**src/include/alm_pkg.sv**
```systemverilog
// Shared constants and types of the address-load, lock and mmap decoder
// Assumes one core clock and a synchronous active-high reset
`default_nettype none
package alm_pkg;
  localparam int PW = 23; // Extended pointer width
  localparam logic [7:0] OP_XLOAD = 8'hEC; // Six-byte extended immediate load
  localparam logic [7:0] OP_ST_K8 = 8'hE6; // Store of 8-bit signed constant
  localparam logic [7:0] OP_ST_K16 = 8'hFB; // Store of 16-bit signed constant
  localparam logic [7:0] OP_MAR = 8'hB4; // Register modify, no memory access
  localparam logic [7:0] OP_RMW_FIRST = 8'hD0; // First lockable code
  localparam logic [7:0] OP_RMW_LAST = 8'hDC; // Last of thirteen lockable codes
  localparam logic [7:0] QUAL_MMAP = 8'h98; // One-byte register-map qualifier
  localparam logic [15:0] QUAL_LOCK = 16'h45F2; // Two-byte lock qualifier
  localparam logic [PW-1:0] MMAP_BASE = 23'h000000; // Mapped page start
  localparam logic [6:0] MMR_LAST = 7'h5F; // Highest mapped register word
  localparam logic [PW-1:0] PTR_RST = 23'h000000; // Pointer value after reset
  localparam logic [3:0] DST_SP = 4'h8; // Extended stack pointer
  localparam logic [3:0] DST_SSP = 4'h9; // Extended system stack pointer
  localparam logic [3:0] DST_DP = 4'hA; // Extended data page
  localparam logic [3:0] DST_CDP = 4'hB; // Extended coefficient pointer
  // Indirect addressing modes in operand bits 3:1
  typedef enum logic [2:0] {
    AM_PLAIN = 3'h0, AM_POST_INC = 3'h1, AM_POST_DEC = 3'h2, AM_PRE_INC = 3'h3,
    AM_PRE_DEC = 3'h4, AM_REG_OFS = 3'h5, AM_POST_ADD = 3'h6, AM_PORT = 3'h7
  } alm_amode_t;
  // Lockable operations, code minus first code
  typedef enum logic [3:0] {
    RMW_TSET_F1 = 4'h0, RMW_TSET_F2 = 4'h1, RMW_TCLR_F1 = 4'h2,
    RMW_TCLR_F2 = 4'h3, RMW_TNOT_F1 = 4'h4, RMW_TNOT_F2 = 4'h5,
    RMW_BSET = 4'h6, RMW_BCLR = 4'h7, RMW_BNOT = 4'h8, RMW_AND = 4'h9,
    RMW_OR = 4'hA, RMW_XOR = 4'hB, RMW_ADD = 4'hC
  } alm_rmw_t;
  // Sequencer states, one-hot
  typedef enum logic [3:0] {
    ST_IDLE = 4'h1, ST_RD = 4'h2, ST_RWAIT = 4'h4, ST_WR = 4'h8
  } alm_state_t;
  // Circular wrap of the low 16 bits inside a buffer of given size
  function automatic logic [PW-1:0] circ_fix(input logic [PW-1:0] old_v,
      input logic [PW-1:0] new_v, input logic [15:0] size, input logic down);
    logic [PW-1:0] r;
    r = new_v;
    if (size != 16'h0000) begin
      r[PW-1:16] = old_v[PW-1:16];
      if (down && old_v[15:0] == 16'h0000) begin
        r[15:0] = size - 16'h0001;
      end else if (!down && new_v[15:0] >= size) begin
        r[15:0] = new_v[15:0] - size;
      end
    end
    return r;
  endfunction : circ_fix
endpackage : alm_pkg
`default_nettype wire

```
**src/verilog/alm_agen.sv**
```systemverilog
// Address generator: operand address and pointer update for one operand
// Assumes pointer values and sizes are stable while the packet is offered
`timescale 1ns/1ps
`default_nettype none
module alm_agen (
  input wire logic [7:0] smem,
  input wire logic [alm_pkg::PW-1:0] ar_val,
  input wire logic [alm_pkg::PW-1:0] dp_val,
  input wire logic [alm_pkg::PW-1:0] sp_val,
  input wire logic stack_rel,
  input wire logic mmap,
  input wire logic [15:0] ofs,
  input wire logic circ_en,
  input wire logic [15:0] size,
  output logic [alm_pkg::PW-1:0] ea,
  output logic [alm_pkg::PW-1:0] ar_nxt,
  output logic ar_upd
);
  logic [alm_pkg::PW-1:0] raw; // Unwrapped pointer update
  logic down; // Update steps downward
  logic pre; // Address uses updated pointer
  alm_pkg::alm_amode_t mode; // Decoded indirect mode

  // Address and pointer arithmetic
  always_comb begin
    mode = alm_pkg::alm_amode_t'(smem[3:1]);
    raw = ar_val;
    down = 1'b0;
    pre = 1'b0;
    ar_upd = 1'b0;
    ea = ar_val;
    if (!smem[0]) begin
      // Direct: page base plus 7-bit offset; mapped page when forced
      ea = (mmap ? alm_pkg::MMAP_BASE : (stack_rel ? sp_val : dp_val)) + {16'h0000, smem[7:1]};
    end else begin
      case (mode)
        alm_pkg::AM_POST_INC: begin raw = ar_val + 23'h000001; ar_upd = 1'b1; end
        alm_pkg::AM_POST_DEC: begin raw = ar_val - 23'h000001; ar_upd = 1'b1; down = 1'b1; end
        alm_pkg::AM_PRE_INC: begin raw = ar_val + 23'h000001; ar_upd = 1'b1; pre = 1'b1; end
        alm_pkg::AM_PRE_DEC: begin
          raw = ar_val - 23'h000001;
          ar_upd = 1'b1;
          down = 1'b1;
          pre = 1'b1;
        end
        alm_pkg::AM_REG_OFS: ea = ar_val + {7'h00, ofs};
        alm_pkg::AM_POST_ADD: begin raw = ar_val + {7'h00, ofs}; ar_upd = 1'b1; end
        default: ea = ar_val;
      endcase
    end
    // Circular buffer shapes the stored pointer when enabled
    ar_nxt = circ_en ? alm_pkg::circ_fix(ar_val, raw, size, down) : raw;
    if (pre) begin
      ea = ar_nxt;
    end
  end
endmodule : alm_agen
`default_nettype wire

```
**src/verilog/alm_rmw_alu.sv**
```systemverilog
// Modify step of the thirteen read-modify-write operations
// Assumes the read word and the operand are valid in the cycle the read data returns
`timescale 1ns/1ps
`default_nettype none
module alm_rmw_alu (
  input wire logic [3:0] op,
  input wire logic [15:0] rdata,
  input wire logic [15:0] k,
  output logic [15:0] res,
  output logic tbit
);
  logic [15:0] mask; // One-hot bit selected by the low operand nibble

  // Bit and word operations
  always_comb begin
    mask = 16'h0001 << k[3:0];
    tbit = |(rdata & mask);
    case (alm_pkg::alm_rmw_t'(op))
      alm_pkg::RMW_TSET_F1, alm_pkg::RMW_TSET_F2, alm_pkg::RMW_BSET: res = rdata | mask;
      alm_pkg::RMW_TCLR_F1, alm_pkg::RMW_TCLR_F2, alm_pkg::RMW_BCLR: res = rdata & ~mask;
      alm_pkg::RMW_TNOT_F1, alm_pkg::RMW_TNOT_F2, alm_pkg::RMW_BNOT: res = rdata ^ mask;
      alm_pkg::RMW_AND: res = rdata & k;
      alm_pkg::RMW_OR: res = rdata | k;
      alm_pkg::RMW_XOR: res = rdata ^ k;
      alm_pkg::RMW_ADD: res = rdata + k;
      default: res = rdata;
    endcase
  end
endmodule : alm_rmw_alu
`default_nettype wire

```
**src/verilog/alm_decoder.sv**
```systemverilog
// Decoder and executor: extended immediate load, immediate store,
// lock and register-map qualifiers, pointer modify without access.
// Assumes one packet per handshake and a memory port that accepts
// one request at a time and returns read data a cycle or more later.
//
// Functional notes
// - Six-byte load writes zero-extended 23-bit constant
// - Extended load finishes in address stage, no memory
// - Extended load rejects pointer modify and port forms
// - Circular enable bit shapes extended load value
// - Immediate store writes constant through own datapath
// - 8-bit store constant sign-extended to 16 bits
// - Lock qualifier pairs only with lockable operation
// - Lock with read; write next; others stalled
// - Lock alone, misplaced or extra-parallel is illegal
// - Thirteen bit-test, bit and word lockable operations
// - Register-map qualifier forces direct base zero
// - Register-map needs memory operand, no byte moves
// - Mapped words 0h-5Fh; scratch-pad unreachable
// - Register-map packet takes no extra parallel instruction
// - Pointer modify applied in address stage, no access
// - Circular enable bit shapes modified pointer
// - Legacy mode uses first size register only
`timescale 1ns/1ps
`default_nettype none
module alm_decoder #(
  parameter int NUM_AUX = 8 // Extended auxiliary pointers
) (
  input wire logic CORE_CLK,
  input wire logic RESET,
  input wire logic PKT_VALID,
  output logic PKT_READY,
  input wire logic [47:0] PKT_BYTES,
  input wire logic [1:0] QUAL_LEN,
  input wire logic [15:0] QUAL_BYTES,
  input wire logic PAR_EXTRA,
  input wire logic COND_D_EXEC,
  input wire logic [15:0] STATUS_WORD_TWO,
  input wire logic LEGACY_COMPAT_MODE,
  input wire logic [15:0] CIRC_SIZE_REG_FIRST,
  input wire logic [15:0] CIRC_SIZE_REG_SECOND,
  input wire logic [15:0] OFFSET_REG,
  input wire logic STACK_REL_MODE,
  output logic MEM_REQ,
  output logic MEM_WE,
  output logic [alm_pkg::PW-1:0] MEM_ADDR,
  output logic [15:0] MEM_WDATA,
  output logic MEM_LOCK,
  input wire logic MEM_ACCEPT,
  input wire logic MEM_RVALID,
  input wire logic [15:0] MEM_RDATA,
  output logic OTHER_REQ_STALL,
  output logic PTR_WR_VALID,
  output logic [3:0] PTR_WR_SEL,
  output logic [alm_pkg::PW-1:0] PTR_WR_DATA,
  output logic TEST_FLAG_ONE,
  output logic TEST_FLAG_TWO,
  output logic ILLEGAL_PKT,
  output logic PKT_DONE
);
  localparam int PW = alm_pkg::PW;

  // Refuse pointer counts the 3-bit register field cannot serve
  if (NUM_AUX != 8) begin : g_chk
    $error("NUM_AUX must be 8");
  end

  // All block state
  typedef struct packed {
    alm_pkg::alm_state_t st; // Sequencer state
    logic [NUM_AUX-1:0][PW-1:0] aux; // Extended auxiliary pointers
    logic [PW-1:0] sp; // Extended stack pointer
    logic [PW-1:0] ssp; // Extended system stack pointer
    logic [PW-1:0] dp; // Extended data page
    logic [PW-1:0] cdp; // Extended coefficient pointer
    logic req; // Memory request
    logic we; // Request is a write
    logic [PW-1:0] addr; // Request address
    logic [15:0] wdata; // Write data
    logic lock; // Lock beside read request
    logic locked; // Locked pair in flight
    logic [3:0] rmw_op; // Pending modify operation
    logic [15:0] rmw_k; // Bit index or 16-bit constant
    logic tf1; // Test flag one
    logic tf2; // Test flag two
    logic illegal; // Packet rejected pulse
    logic done; // Packet finished pulse
    logic pw_valid; // Pointer write report
    logic [3:0] pw_sel; // Pointer written
    logic [PW-1:0] pw_data; // Value written
  } alm_regs_t;

  alm_regs_t s_ff; // Current state
  alm_regs_t nxt_s; // Next state

  logic acc; // Packet taken this cycle
  logic [7:0] op; // Main opcode byte
  logic [7:0] smem; // Operand byte
  logic [2:0] arn; // Pointer named by operand
  logic [3:0] dst; // Extended load destination
  logic [PW-1:0] k23; // Extended load constant
  logic [PW-1:0] x_raw; // Constant plus register offset
  logic [PW-1:0] x_val; // Value written by extended load
  logic is_x, is_k8, is_k16, is_mar, is_rmw; // Opcode classes
  logic is_lock, is_mmap, bad_qual; // Qualifier classes
  logic lock_bad, mmap_bad, x_bad, illegal; // Pairing faults
  logic [PW-1:0] ea; // Operand address
  logic [PW-1:0] ar_nxt; // Updated pointer
  logic ar_upd; // Operand modifies its pointer
  logic [15:0] alu_res; // Modified word
  logic alu_bit; // Tested bit
  alm_pkg::alm_amode_t mode; // Indirect mode of operand

  // Circular size for a pointer; legacy mode uses the first one
  function automatic logic [15:0] pick_size(input logic [2:0] n);
    return (LEGACY_COMPAT_MODE || !n[2]) ? CIRC_SIZE_REG_FIRST : CIRC_SIZE_REG_SECOND;
  endfunction : pick_size

  // Packet fields and pairing checks
  always_comb begin
    op = PKT_BYTES[47:40];
    smem = PKT_BYTES[39:32];
    arn = smem[7:5];
    mode = alm_pkg::alm_amode_t'(smem[3:1]);
    dst = PKT_BYTES[7:4];
    k23 = {PKT_BYTES[30:24], PKT_BYTES[23:16], PKT_BYTES[15:8]};
    is_x = op == alm_pkg::OP_XLOAD;
    is_k8 = op == alm_pkg::OP_ST_K8;
    is_k16 = op == alm_pkg::OP_ST_K16;
    is_mar = op == alm_pkg::OP_MAR;
    is_rmw = op >= alm_pkg::OP_RMW_FIRST && op <= alm_pkg::OP_RMW_LAST;
    is_lock = QUAL_LEN == 2'h2 && QUAL_BYTES == alm_pkg::QUAL_LOCK;
    is_mmap = QUAL_LEN == 2'h1 && QUAL_BYTES[7:0] == alm_pkg::QUAL_MMAP;
    bad_qual = QUAL_LEN != 2'h0 && !is_lock && !is_mmap;
    // Lock only with a lockable op, alone in its packet
    lock_bad = is_lock && (!is_rmw || PAR_EXTRA || COND_D_EXEC);
    // Map needs a direct memory operand below the scratch-pad
    mmap_bad = is_mmap && (!(is_k8 || is_k16 || is_rmw) || smem[0]
      || smem[7:1] > alm_pkg::MMR_LAST || PAR_EXTRA);
    // Extended load: only plain or register-offset indirect forms
    x_bad = is_x && (dst > alm_pkg::DST_CDP
      || (smem[0] && mode != alm_pkg::AM_PLAIN && mode != alm_pkg::AM_REG_OFS));
    illegal = !(is_x || is_k8 || is_k16 || is_mar || is_rmw)
      || bad_qual || lock_bad || mmap_bad || x_bad;
    x_raw = k23;
    if (smem[0] && mode == alm_pkg::AM_REG_OFS) begin
      x_raw = k23 + {7'h00, OFFSET_REG};
    end
    x_val = x_raw;
    if (!dst[3] && STATUS_WORD_TWO[dst[2:0]]) begin
      x_val = alm_pkg::circ_fix(x_raw, x_raw, pick_size(dst[2:0]), 1'b0);
    end
  end

  // Operand address and pointer update
  alm_agen u_agen (
    .smem(smem),
    .ar_val(s_ff.aux[arn]),
    .dp_val(s_ff.dp),
    .sp_val(s_ff.sp),
    .stack_rel(STACK_REL_MODE),
    .mmap(is_mmap),
    .ofs(OFFSET_REG),
    .circ_en(STATUS_WORD_TWO[arn]),
    .size(pick_size(arn)),
    .ea(ea),
    .ar_nxt(ar_nxt),
    .ar_upd(ar_upd)
  );

  // Modify step of locked and unlocked read-modify-write
  alm_rmw_alu u_alu (
    .op(s_ff.rmw_op),
    .rdata(MEM_RDATA),
    .k(s_ff.rmw_k),
    .res(alu_res),
    .tbit(alu_bit)
  );

  // Packets are taken only while idle
  always_comb begin
    PKT_READY = s_ff.st == alm_pkg::ST_IDLE;
    acc = PKT_VALID && PKT_READY;
  end

  // Sequencer and pointer file
  always_comb begin
    nxt_s = s_ff;
    nxt_s.illegal = 1'b0;
    nxt_s.done = 1'b0;
    nxt_s.pw_valid = 1'b0;
    case (s_ff.st)
      alm_pkg::ST_IDLE: begin
        if (acc && illegal) begin
          nxt_s.illegal = 1'b1;
        end else if (acc) begin
          // Operand pointer update for all classes but extended load
          if (ar_upd && !is_x) begin
            nxt_s.aux[arn] = ar_nxt;
            nxt_s.pw_valid = 1'b1;
            nxt_s.pw_sel = {1'b0, arn};
            nxt_s.pw_data = ar_nxt;
          end
          if (is_x) begin
            // Address-stage write, no memory request
            nxt_s.pw_valid = 1'b1;
            nxt_s.pw_sel = dst;
            nxt_s.pw_data = x_val;
            case (dst)
              alm_pkg::DST_SP: nxt_s.sp = x_val;
              alm_pkg::DST_SSP: nxt_s.ssp = x_val;
              alm_pkg::DST_DP: nxt_s.dp = x_val;
              alm_pkg::DST_CDP: nxt_s.cdp = x_val;
              default: nxt_s.aux[dst[2:0]] = x_val;
            endcase
            nxt_s.done = 1'b1;
          end else if (is_mar) begin
            nxt_s.done = 1'b1;
          end else if (is_k8 || is_k16) begin
            nxt_s.req = 1'b1;
            nxt_s.we = 1'b1;
            nxt_s.addr = ea;
            nxt_s.wdata = is_k8 ? {{8{PKT_BYTES[31]}}, PKT_BYTES[31:24]} : PKT_BYTES[31:16];
            nxt_s.st = alm_pkg::ST_WR;
          end else begin
            // Read first; lock rides with the read
            nxt_s.req = 1'b1;
            nxt_s.we = 1'b0;
            nxt_s.addr = ea;
            nxt_s.lock = is_lock;
            nxt_s.locked = is_lock;
            nxt_s.rmw_op = 4'(op - alm_pkg::OP_RMW_FIRST);
            if (op >= 8'hD9) begin
              nxt_s.rmw_k = PKT_BYTES[31:16];
            end else if (op >= 8'hD6) begin
              nxt_s.rmw_k = {12'h000, OFFSET_REG[3:0]};
            end else begin
              nxt_s.rmw_k = {12'h000, PKT_BYTES[27:24]};
            end
            nxt_s.st = alm_pkg::ST_RD;
          end
        end
      end
      alm_pkg::ST_RD: begin
        if (MEM_ACCEPT) begin
          nxt_s.req = 1'b0;
          nxt_s.lock = 1'b0;
          nxt_s.st = alm_pkg::ST_RWAIT;
        end
      end
      alm_pkg::ST_RWAIT: begin
        // Matching write issued straight after the read data
        if (MEM_RVALID) begin
          nxt_s.req = 1'b1;
          nxt_s.we = 1'b1;
          nxt_s.wdata = alu_res;
          if (s_ff.rmw_op < 4'h6) begin
            if (s_ff.rmw_op[0]) begin
              nxt_s.tf2 = alu_bit;
            end else begin
              nxt_s.tf1 = alu_bit;
            end
          end
          nxt_s.st = alm_pkg::ST_WR;
        end
      end
      alm_pkg::ST_WR: begin
        if (MEM_ACCEPT) begin
          nxt_s.req = 1'b0;
          nxt_s.we = 1'b0;
          nxt_s.locked = 1'b0;
          nxt_s.done = 1'b1;
          nxt_s.st = alm_pkg::ST_IDLE;
        end
      end
      default: nxt_s.st = alm_pkg::ST_IDLE;
    endcase
  end

  // State register, synchronous reset
  always_ff @(posedge CORE_CLK) begin
    if (RESET) begin
      s_ff <= '0;
      s_ff.st <= alm_pkg::ST_IDLE;
      s_ff.aux <= {NUM_AUX{alm_pkg::PTR_RST}};
      s_ff.sp <= alm_pkg::PTR_RST;
      s_ff.ssp <= alm_pkg::PTR_RST;
      s_ff.dp <= alm_pkg::PTR_RST;
      s_ff.cdp <= alm_pkg::PTR_RST;
    end else begin
      s_ff <= nxt_s;
    end
  end

  // Outputs straight from the state register
  always_comb begin
    MEM_REQ = s_ff.req;
    MEM_WE = s_ff.we;
    MEM_ADDR = s_ff.addr;
    MEM_WDATA = s_ff.wdata;
    MEM_LOCK = s_ff.lock;
    OTHER_REQ_STALL = s_ff.locked;
    PTR_WR_VALID = s_ff.pw_valid;
    PTR_WR_SEL = s_ff.pw_sel;
    PTR_WR_DATA = s_ff.pw_data;
    TEST_FLAG_ONE = s_ff.tf1;
    TEST_FLAG_TWO = s_ff.tf2;
    ILLEGAL_PKT = s_ff.illegal;
    PKT_DONE = s_ff.done;
  end
endmodule : alm_decoder
`default_nettype wire

```
**config.mk**
```make
export PLATFORM = sky130hd
export DESIGN_NAME = alm_decoder
export DESIGN_NICKNAME = d
export VERILOG_FILES = /design/src/include/alm_pkg.sv /design/src/verilog/alm_agen.sv /design/src/verilog/alm_rmw_alu.sv /design/src/verilog/alm_decoder.sv
export SDC_FILE = /design/constraint.sdc
export NUM_CORES = 2
export LEC_CHECK = 0
export BUFFER_PORTS_ARGS = -buffer_cell sky130_fd_sc_hd__buf_4
export CAP_MARGIN = 20
export CELL_PAD_IN_SITES_DETAIL_PLACEMENT = 0
export CELL_PAD_IN_SITES_GLOBAL_PLACEMENT = 2
export CORE_ASPECT_RATIO = 2
export CORE_MARGIN = 2
export CORE_UTILIZATION = 38
export CTS_BUF_LIST = sky130_fd_sc_hd__clkbuf_16
export DETAILED_ROUTE_END_ITERATION = 16
export PLACE_DENSITY = 0.95
export SKIP_CTS_REPAIR_TIMING = 1
export SLEW_MARGIN = 15
export SYNTH_ARGS = -nofsm -noshare
export SYNTH_HDL_FRONTEND = slang
export SYNTH_SLANG_ARGS = --single-unit
```
**constraint.sdc**
```tcl
create_clock -name CORE_CLK -period 11.1 [get_ports CORE_CLK]
set_clock_uncertainty 0.2 [all_clocks]
set_input_delay 1.11 -clock CORE_CLK [delete_from_list [all_inputs] [get_ports CORE_CLK]]
set_output_delay 1.11 -clock CORE_CLK [all_outputs]
set_load 0.05 [all_outputs]
```
# ---- Yosys cells after proc, flatten, opt, wreduce, memory -nomap -nowiden
# Index checks and enable logic that the tools add are counted.
dict set report totals {
  ff_bits 375
  latch_bits 0
  ramBits 0
  rom_bits 0
  input_bits 155
  out_inout_bits 76
  wordCells 280
  n_memories 0
}
dict set report classes {
  n_addsub 10
  mul 0
  n_div 0
  n_lt_le_gt_ge 15
  eq_ne 44
  shift 1
  mux 81
  n_bitwise 15
  n_reduce_logical 86
}
# operator n
set ops {}
lappend ops {{184-bit two-way mux} 5}
lappend ops {{343-bit two-way mux} 2}
lappend ops {{184-bit bitwise mux} 2}
lappend ops {{23-bit two-way mux} 16}
lappend ops {{276-bit two-way mux} 1}
lappend ops {{16-bit two-way mux} 10}
lappend ops {{23-bit demux with 3-bit select} 2}
lappend ops {{63-bit two-way mux} 2}
lappend ops {{16-bit one-hot mux with 7 select lines} 1}
lappend ops {{23-bit binary-select mux with 3-bit select} 1}
lappend ops {{23-bit one-hot mux with 3 select lines} 1}
lappend ops {{29-bit two-way mux} 2}
lappend ops {{28-bit two-way mux} 2}
lappend ops {{16-bit bitwise AND} 3}
lappend ops {{23-bit by 16-bit adder with 23-bit output} 2}
lappend ops {{4-bit == test (second input constant)} 10}
lappend ops {{8-bit == test (second input constant)} 5}
lappend ops {{7-bit AND reduction} 5}
lappend ops {{16-bit greater-or-equal comparator} 2}
lappend ops {{16-bit OR} 2}
lappend ops {{16-bit one-hot mux with 2 select lines} 1}
lappend ops {{16-bit nonzero test} 2}
lappend ops {{16-bit subtractor} 2}
lappend ops {{16-bit bitwise XOR} 2}
lappend ops {{58 further kinds} 169}

# ---- Logic depth before layout (Yosys ltp)
dict set report depth {
  word_depth 22
  depth_mapped 32
}

# ---- Cells and area by module
# A second synthesis with hierarchy kept.
dict set report hier_totals {
  cells_unflattened 3323
  hier_area_um2 26281.5
}
# module n_inst cells_each area_per_inst_um2 seq_area_each_um2
set modules_own_cells {}
lappend modules_own_cells {alm_decoder 1 2103 18107.4 6586.3}
lappend modules_own_cells {alm_agen 1 825 5480.3 0.0}
lappend modules_own_cells {alm_rmw_alu 1 395 2693.8 0.0}

# ---- Worst setup path before layout
# No wires, ideal clock.
dict set report synth_path {
  path_kind {input port to flip-flop}
  start {in PKT_BYTES[37]}
  end {reg s_ff, in the netlist MEM_ADDR[6]}
  setup_ns 0.132
  arrival_ns 6.751
  required_ns 10.768
  setup_slack_ns 4.017
  stages 32
  cell_sequence {buf_6 > buf_6 > buf_6 > buf_4 > mux2_2 > a22oi_1 > o221ai_1 > ha_1 > o21a_1 > nor2_1 > a41oi_1 > o2111ai_2 > a31oi_1 > xor2_1 > a21oi_1 > a211oi_1 > o21ai_0 > ha_1 > a21o_1 > nand2_1 > nand2b_1 > a21o_1 > a31oi_1 > nand3_1 > and2_1 > clkbuf_1 > o21a_1 > buf_4 > o22a_1 > buf_2 > a2111oi_0 > nor3_1}
}
dict set report synth_between {
  elab_chain_cells 13
  word_cells_on_any_way 32
  classes_between {5 x add/sub; 2 x order compare; 14 x mux; 1 x bitwise; 10 x reduce/logical}
}
# element line
set synth_rtl {}
lappend synth_rtl {{start: declaration} alm_decoder.sv:33} ;# input wire logic [47:0] PKT_BYTES,
lappend synth_rtl {{23-bit binary-select mux with 3-bit select} alm_decoder.sv:158} ;# .ar_val(s_ff.aux[arn]),
lappend synth_rtl {{23-bit two-way mux (implied by the code)} alm_decoder.sv:158}
lappend synth_rtl {{23-bit by 16-bit adder with 23-bit output, or another cell as far along} {alm_agen.sv:46, alm_agen.sv:47}}
lappend synth_rtl {{23-bit one-hot mux with 3 select lines} alm_agen.sv:36} ;# case (mode)
lappend synth_rtl {{23-bit two-way mux} alm_agen.sv:32} ;# if (!smem[0]) begin
lappend synth_rtl {{16-bit greater-or-equal comparator} alm_pkg.sv:46} ;# end else if (!down && new_v[15:0] >= size) begin
lappend synth_rtl {{1-bit logical AND} alm_pkg.sv:46}
lappend synth_rtl {{16-bit two-way mux} alm_pkg.sv:46}
lappend synth_rtl {{16-bit two-way mux} alm_pkg.sv:44} ;# if (down && old_v[15:0] == 16'h0000) begin
lappend synth_rtl {{23-bit two-way mux} alm_pkg.sv:42} ;# if (size != 16'h0000) begin
lappend synth_rtl {{23-bit two-way mux} alm_agen.sv:52} ;# ar_nxt = circ_en ? alm_pkg::circ_fix(ar_val, raw, size, down) : raw;
lappend synth_rtl {{23-bit two-way mux} alm_agen.sv:53} ;# if (pre) begin
lappend synth_rtl {{24-bit two-way mux} alm_decoder.sv:219} ;# end else if (is_k8 || is_k16) begin
lappend synth_rtl {{end signal: assignment} alm_decoder.sv:291} ;# s_ff <= nxt_s;
lappend synth_rtl {{end: declaration} alm_decoder.sv:93} ;# alm_regs_t s_ff;
# Parallel ways exist; a longest one is shown, timed or not. The select of a mux whose other input is x is not followed.
# A chain may end at the register's enable or synchronous reset.

# ---- Final worst setup path
dict set report layout_path {
  start {in PKT_BYTES[37]}
  end {reg s_ff[190] (netlist bit)}
}
dict set report layout_between {
  elab_chain_cells 19
  word_cells_on_any_way 40
  classes_between {4 x add/sub; 4 x order compare; 20 x mux; 1 x bitwise; 11 x reduce/logical}
}
# element line
set layout_rtl {}
lappend layout_rtl {{23-bit binary-select mux with 3-bit select} alm_decoder.sv:158}
lappend layout_rtl {{23-bit two-way mux (implied by the code)} alm_decoder.sv:158}
lappend layout_rtl {{23-bit by 16-bit adder with 23-bit output, or another cell as far along} alm_agen.sv:47} ;# alm_pkg::AM_POST_ADD: begin raw = ar_val + {7'h00, ofs}; ar_upd = 1'b1; end
lappend layout_rtl {{23-bit one-hot mux with 3 select lines} alm_agen.sv:36}
lappend layout_rtl {{23-bit two-way mux} alm_agen.sv:32}
lappend layout_rtl {{16-bit greater-or-equal comparator} alm_pkg.sv:46}
lappend layout_rtl {{1-bit logical AND} alm_pkg.sv:46}
lappend layout_rtl {{16-bit two-way mux} alm_pkg.sv:46}
lappend layout_rtl {{[3 not listed]} -}
lappend layout_rtl {{184-bit bitwise mux} alm_decoder.sv:199} ;# nxt_s.aux[arn] = ar_nxt;
lappend layout_rtl {{184-bit two-way mux} alm_decoder.sv:198} ;# if (ar_upd && !is_x) begin
lappend layout_rtl {{184-bit two-way mux} alm_decoder.sv:196} ;# end else if (acc) begin
lappend layout_rtl {{184-bit two-way mux} alm_decoder.sv:194} ;# if (acc && illegal) begin
lappend layout_rtl {{184-bit two-way mux} alm_decoder.sv:192} ;# case (s_ff.st)
lappend layout_rtl {{184-bit bitwise mux} alm_decoder.sv:214} ;# default: nxt_s.aux[dst[2:0]] = x_val;
lappend layout_rtl {{184-bit two-way mux} alm_decoder.sv:209} ;# case (dst)
lappend layout_rtl {{276-bit two-way mux} alm_decoder.sv:204} ;# if (is_x) begin
# Parallel ways exist; a longest one is shown, timed or not. The select of a mux whose other input is x is not followed.

==> reports/results.tsv <==
metric	value	unit
Syn Area/Cell	7.49	µm²
CTS buffer count	35	
WL met3	8570	µm
Final Util	43.2	%
Cell Area, Synth	0.0261	mm²
first-pass GRT wire length	182000	µm
P_int	0.00209	W
Worst-Margin Slew	1.33	ns
combinational share of power	21.9	%
final wirelength	128000	µm
routed via count	28356	
global route total overflow	0	
CTS tree	done	
chip width	189	µm
Initial DRC Count	2402	
Via density	6.42	
CP max stage delay	0.86	ns
syn nets	3739	
sw power	0.00105	W
clock period minus worst slack	8.84	ns
Net Sw Frac	33.3	%
Synth area leader	dfxtp_1	
synth cell count leaders	nor2_1 (641), dfxtp_1 (329), nand2_1 (273), a21oi_1 (246), o21ai_0 (204)	
# rows	135	
drt pass-1 iters	7	
nets	3762	
Core ar.	0.0677	mm²
Pins Over Slew Limit	0	
root buf cell	clkbuf_16	
area grow syn2layout	12.3	%
vias in the first global route	27939	
WP data arrival	9.12	ns
Yosys reg bits	329	
sequential area share after synthesis	25.3	%
met1 WL	41000	µm
PD cells	107	mW/mm²
die area	0.0708	mm²
WL/cell	29.0	µm
Flop pwr share	37.7	%
achievable frequency	0.113	GHz
H-tree Lvls	2	
maximum fanout along the worst path	44	
CTS sink count	329	
GP Congestion	1.02	
MaxCap Viol Count	0	
Setup CP Type	input port to flip-flop	
DPL Wire Length	95600	µm
Max Buffers Root-to-Sink	3	
Netlist cell types	111	
met2 routed wirelength	63200	µm
Fin. Hold Viols	0	
share of cells above drive strength 1	15.3	%
slew margin rel.	11.2	%
Clock Pin Slew Worst Setup and Hold Paths	0.07	ns
fin crit share	79.7	%
nature of the critical path startpoint	input port	
maximum VDD drop	79.7	µV
Async S/R FF share, synth	0	%
worst min path class	flip-flop to flip-flop	
R2R setup slack	3.27	ns
antenna violations before repair	7	
Final setup viols	0	
diodes inserted	0	
number of flops mapped to enable cells by yosys	0	
slowest stage cell, crit path	o22a_1	
Cells after Synth	3479	
worst skew pair latency	0.59	ns
RSZ-0062 raised after global routing	false	
pin count of the biggest net entering global routing	202	
I/O pin cnt	231	
largest cells by area after synthesis	dfxtp_1 (25%), nor2_1 (9.2%), a21oi_1 (4.7%), ha_1 (4.7%), nand2_1 (3.9%)	
total negative slack	0	ns
top-count cell post-synth	nor2_1	
starting density of the core	38.5	%
Main synth FF type	dfxtp_1	
Synth top area share	25.3	%
post-route ant nets	0	
Lkg Pwr	11.3	nW
Clock power frac	40.4	%
Ys Warns	0	
I/O Buffers	218	
status	complete, no violations	
top layer in use	met5	
gr usage total	35.1	%
Crit. End Element	flip-flop	
residual DRC count	0	
Req. time, crit path	11.37	ns
Post-Route Hold Slack	0.254	ns
Die Y	374	µm
-- power groups by stage --
stage	registers (W)	logic (W)	clock network [W]
after global placement	0.00121	0.000653	0
after floorplan	0.00121	0.000382	0
final	0.00118	0.000688	0.00127
after global routing	0.00118	0.000718	0.00131
after CTS	0.00118	0.000657	0.00127
after detailed placement	0.00121	0.000654	0
-- final timing paths --
kind,from,to,depth (start not counted)
worst min register to register,s_ff[169]$_SDFFE_PP0P_,s_ff[169]$_SDFFE_PP0P_,2
worst max register to register,s_ff[257]$_SDFFE_PP0P_,s_ff[190]$_SDFFE_PP0P_,25
worst min-delay path,s_ff[169]$_SDFFE_PP0P_,s_ff[169]$_SDFFE_PP0P_,2
worst max-delay path,PKT_BYTES[37],s_ff[190]$_SDFFE_PP0P_,27
-- critical path: cells and delay by family --
| family | cells | cell delay, ns |
|---|---|---|
| and+or+nand+nor | 6 | 0.92 |
| adders and majority gates | 2 | 0.92 |
| AOI/OAI and AO/OA | 16 | 5.05 |
| xor gates and xnor gates | 1 | 0.21 |
| buffers and inverters | 2 | 0.77 |
-- area by class of cell --
class                           instances  area, µm²
Timing Repair Buffer                  289       2200
Multi-Input combinational cell       2788      18000
Inverter                               59        221
Sequential cell                       329       6590
Clock inverter                         27        299
Clock buffer                           35        876
Tap cell                              890       1110
Fill cell                            7049      38500
-- flip-flops by register name (all words and copies together) (netlist names) --
register,cells
ILLEGAL_PKT,1
MEM_WDATA,16
PKT_DONE,1
MEM_LOCK,1
PTR_WR_SEL,4
PTR_WR_VALID,1
MEM_REQ,1
s_ff,254
MEM_ADDR,23
MEM_WE,1
PTR_WR_DATA,23
TEST_FLAG_ONE,1
OTHER_REQ_STALL,1
TEST_FLAG_TWO,1
-- metrics by stage --
stage                     std cells  worst slack, ns  area (µm²)  total power, W
after global placement         4350             2.07       28000         0.00186
after floorplan                3479             4.02       26100         0.00159
after detailed placement       4350             2.03       28000         0.00186
after CTS                      4412             2.61       29200         0.00311
after global routing           4417             2.00       29300         0.00321
final                          4417             2.26       29300         0.00314
-- routing by layer --
metal | track usage (%) | vias up
li1 | - | 12705
met3 | 6.01 | 586
met5 | 0 | -
met2 | 62.1 | 1389
met1 | 33.0 | 13670
met4 | 35.6 | 6
-- logic make-up after synthesis --
logic type                 synth area share (%)
AOI/OAI and AO/OA                          27.2
buffers and inverters                      6.49
and+or+nand+nor                            23.4
DFF                                        25.3
muxes                                      7.77
adders and majority gates                  5.24
xor gates and xnor gates                   4.60
-- placed cells by master (no fill, tap or decap), drive strengths merged, types with 33 or more instances in the layout --
cell type  count
a211oi        92
a21oi        246
a221oi        35
a22oi         43
buf          288
clkbuf        36
dfxtp        329
ha            98
inv           65
mux2          47
mux2i        104
nand2        274
nand2b        33
nand3         74
nor2         642
nor3         106
nor4          49
o21ai        213
o221a         39
o22ai         56
xnor2         78
xor2          57
Power figures use the tool's default switching activity.
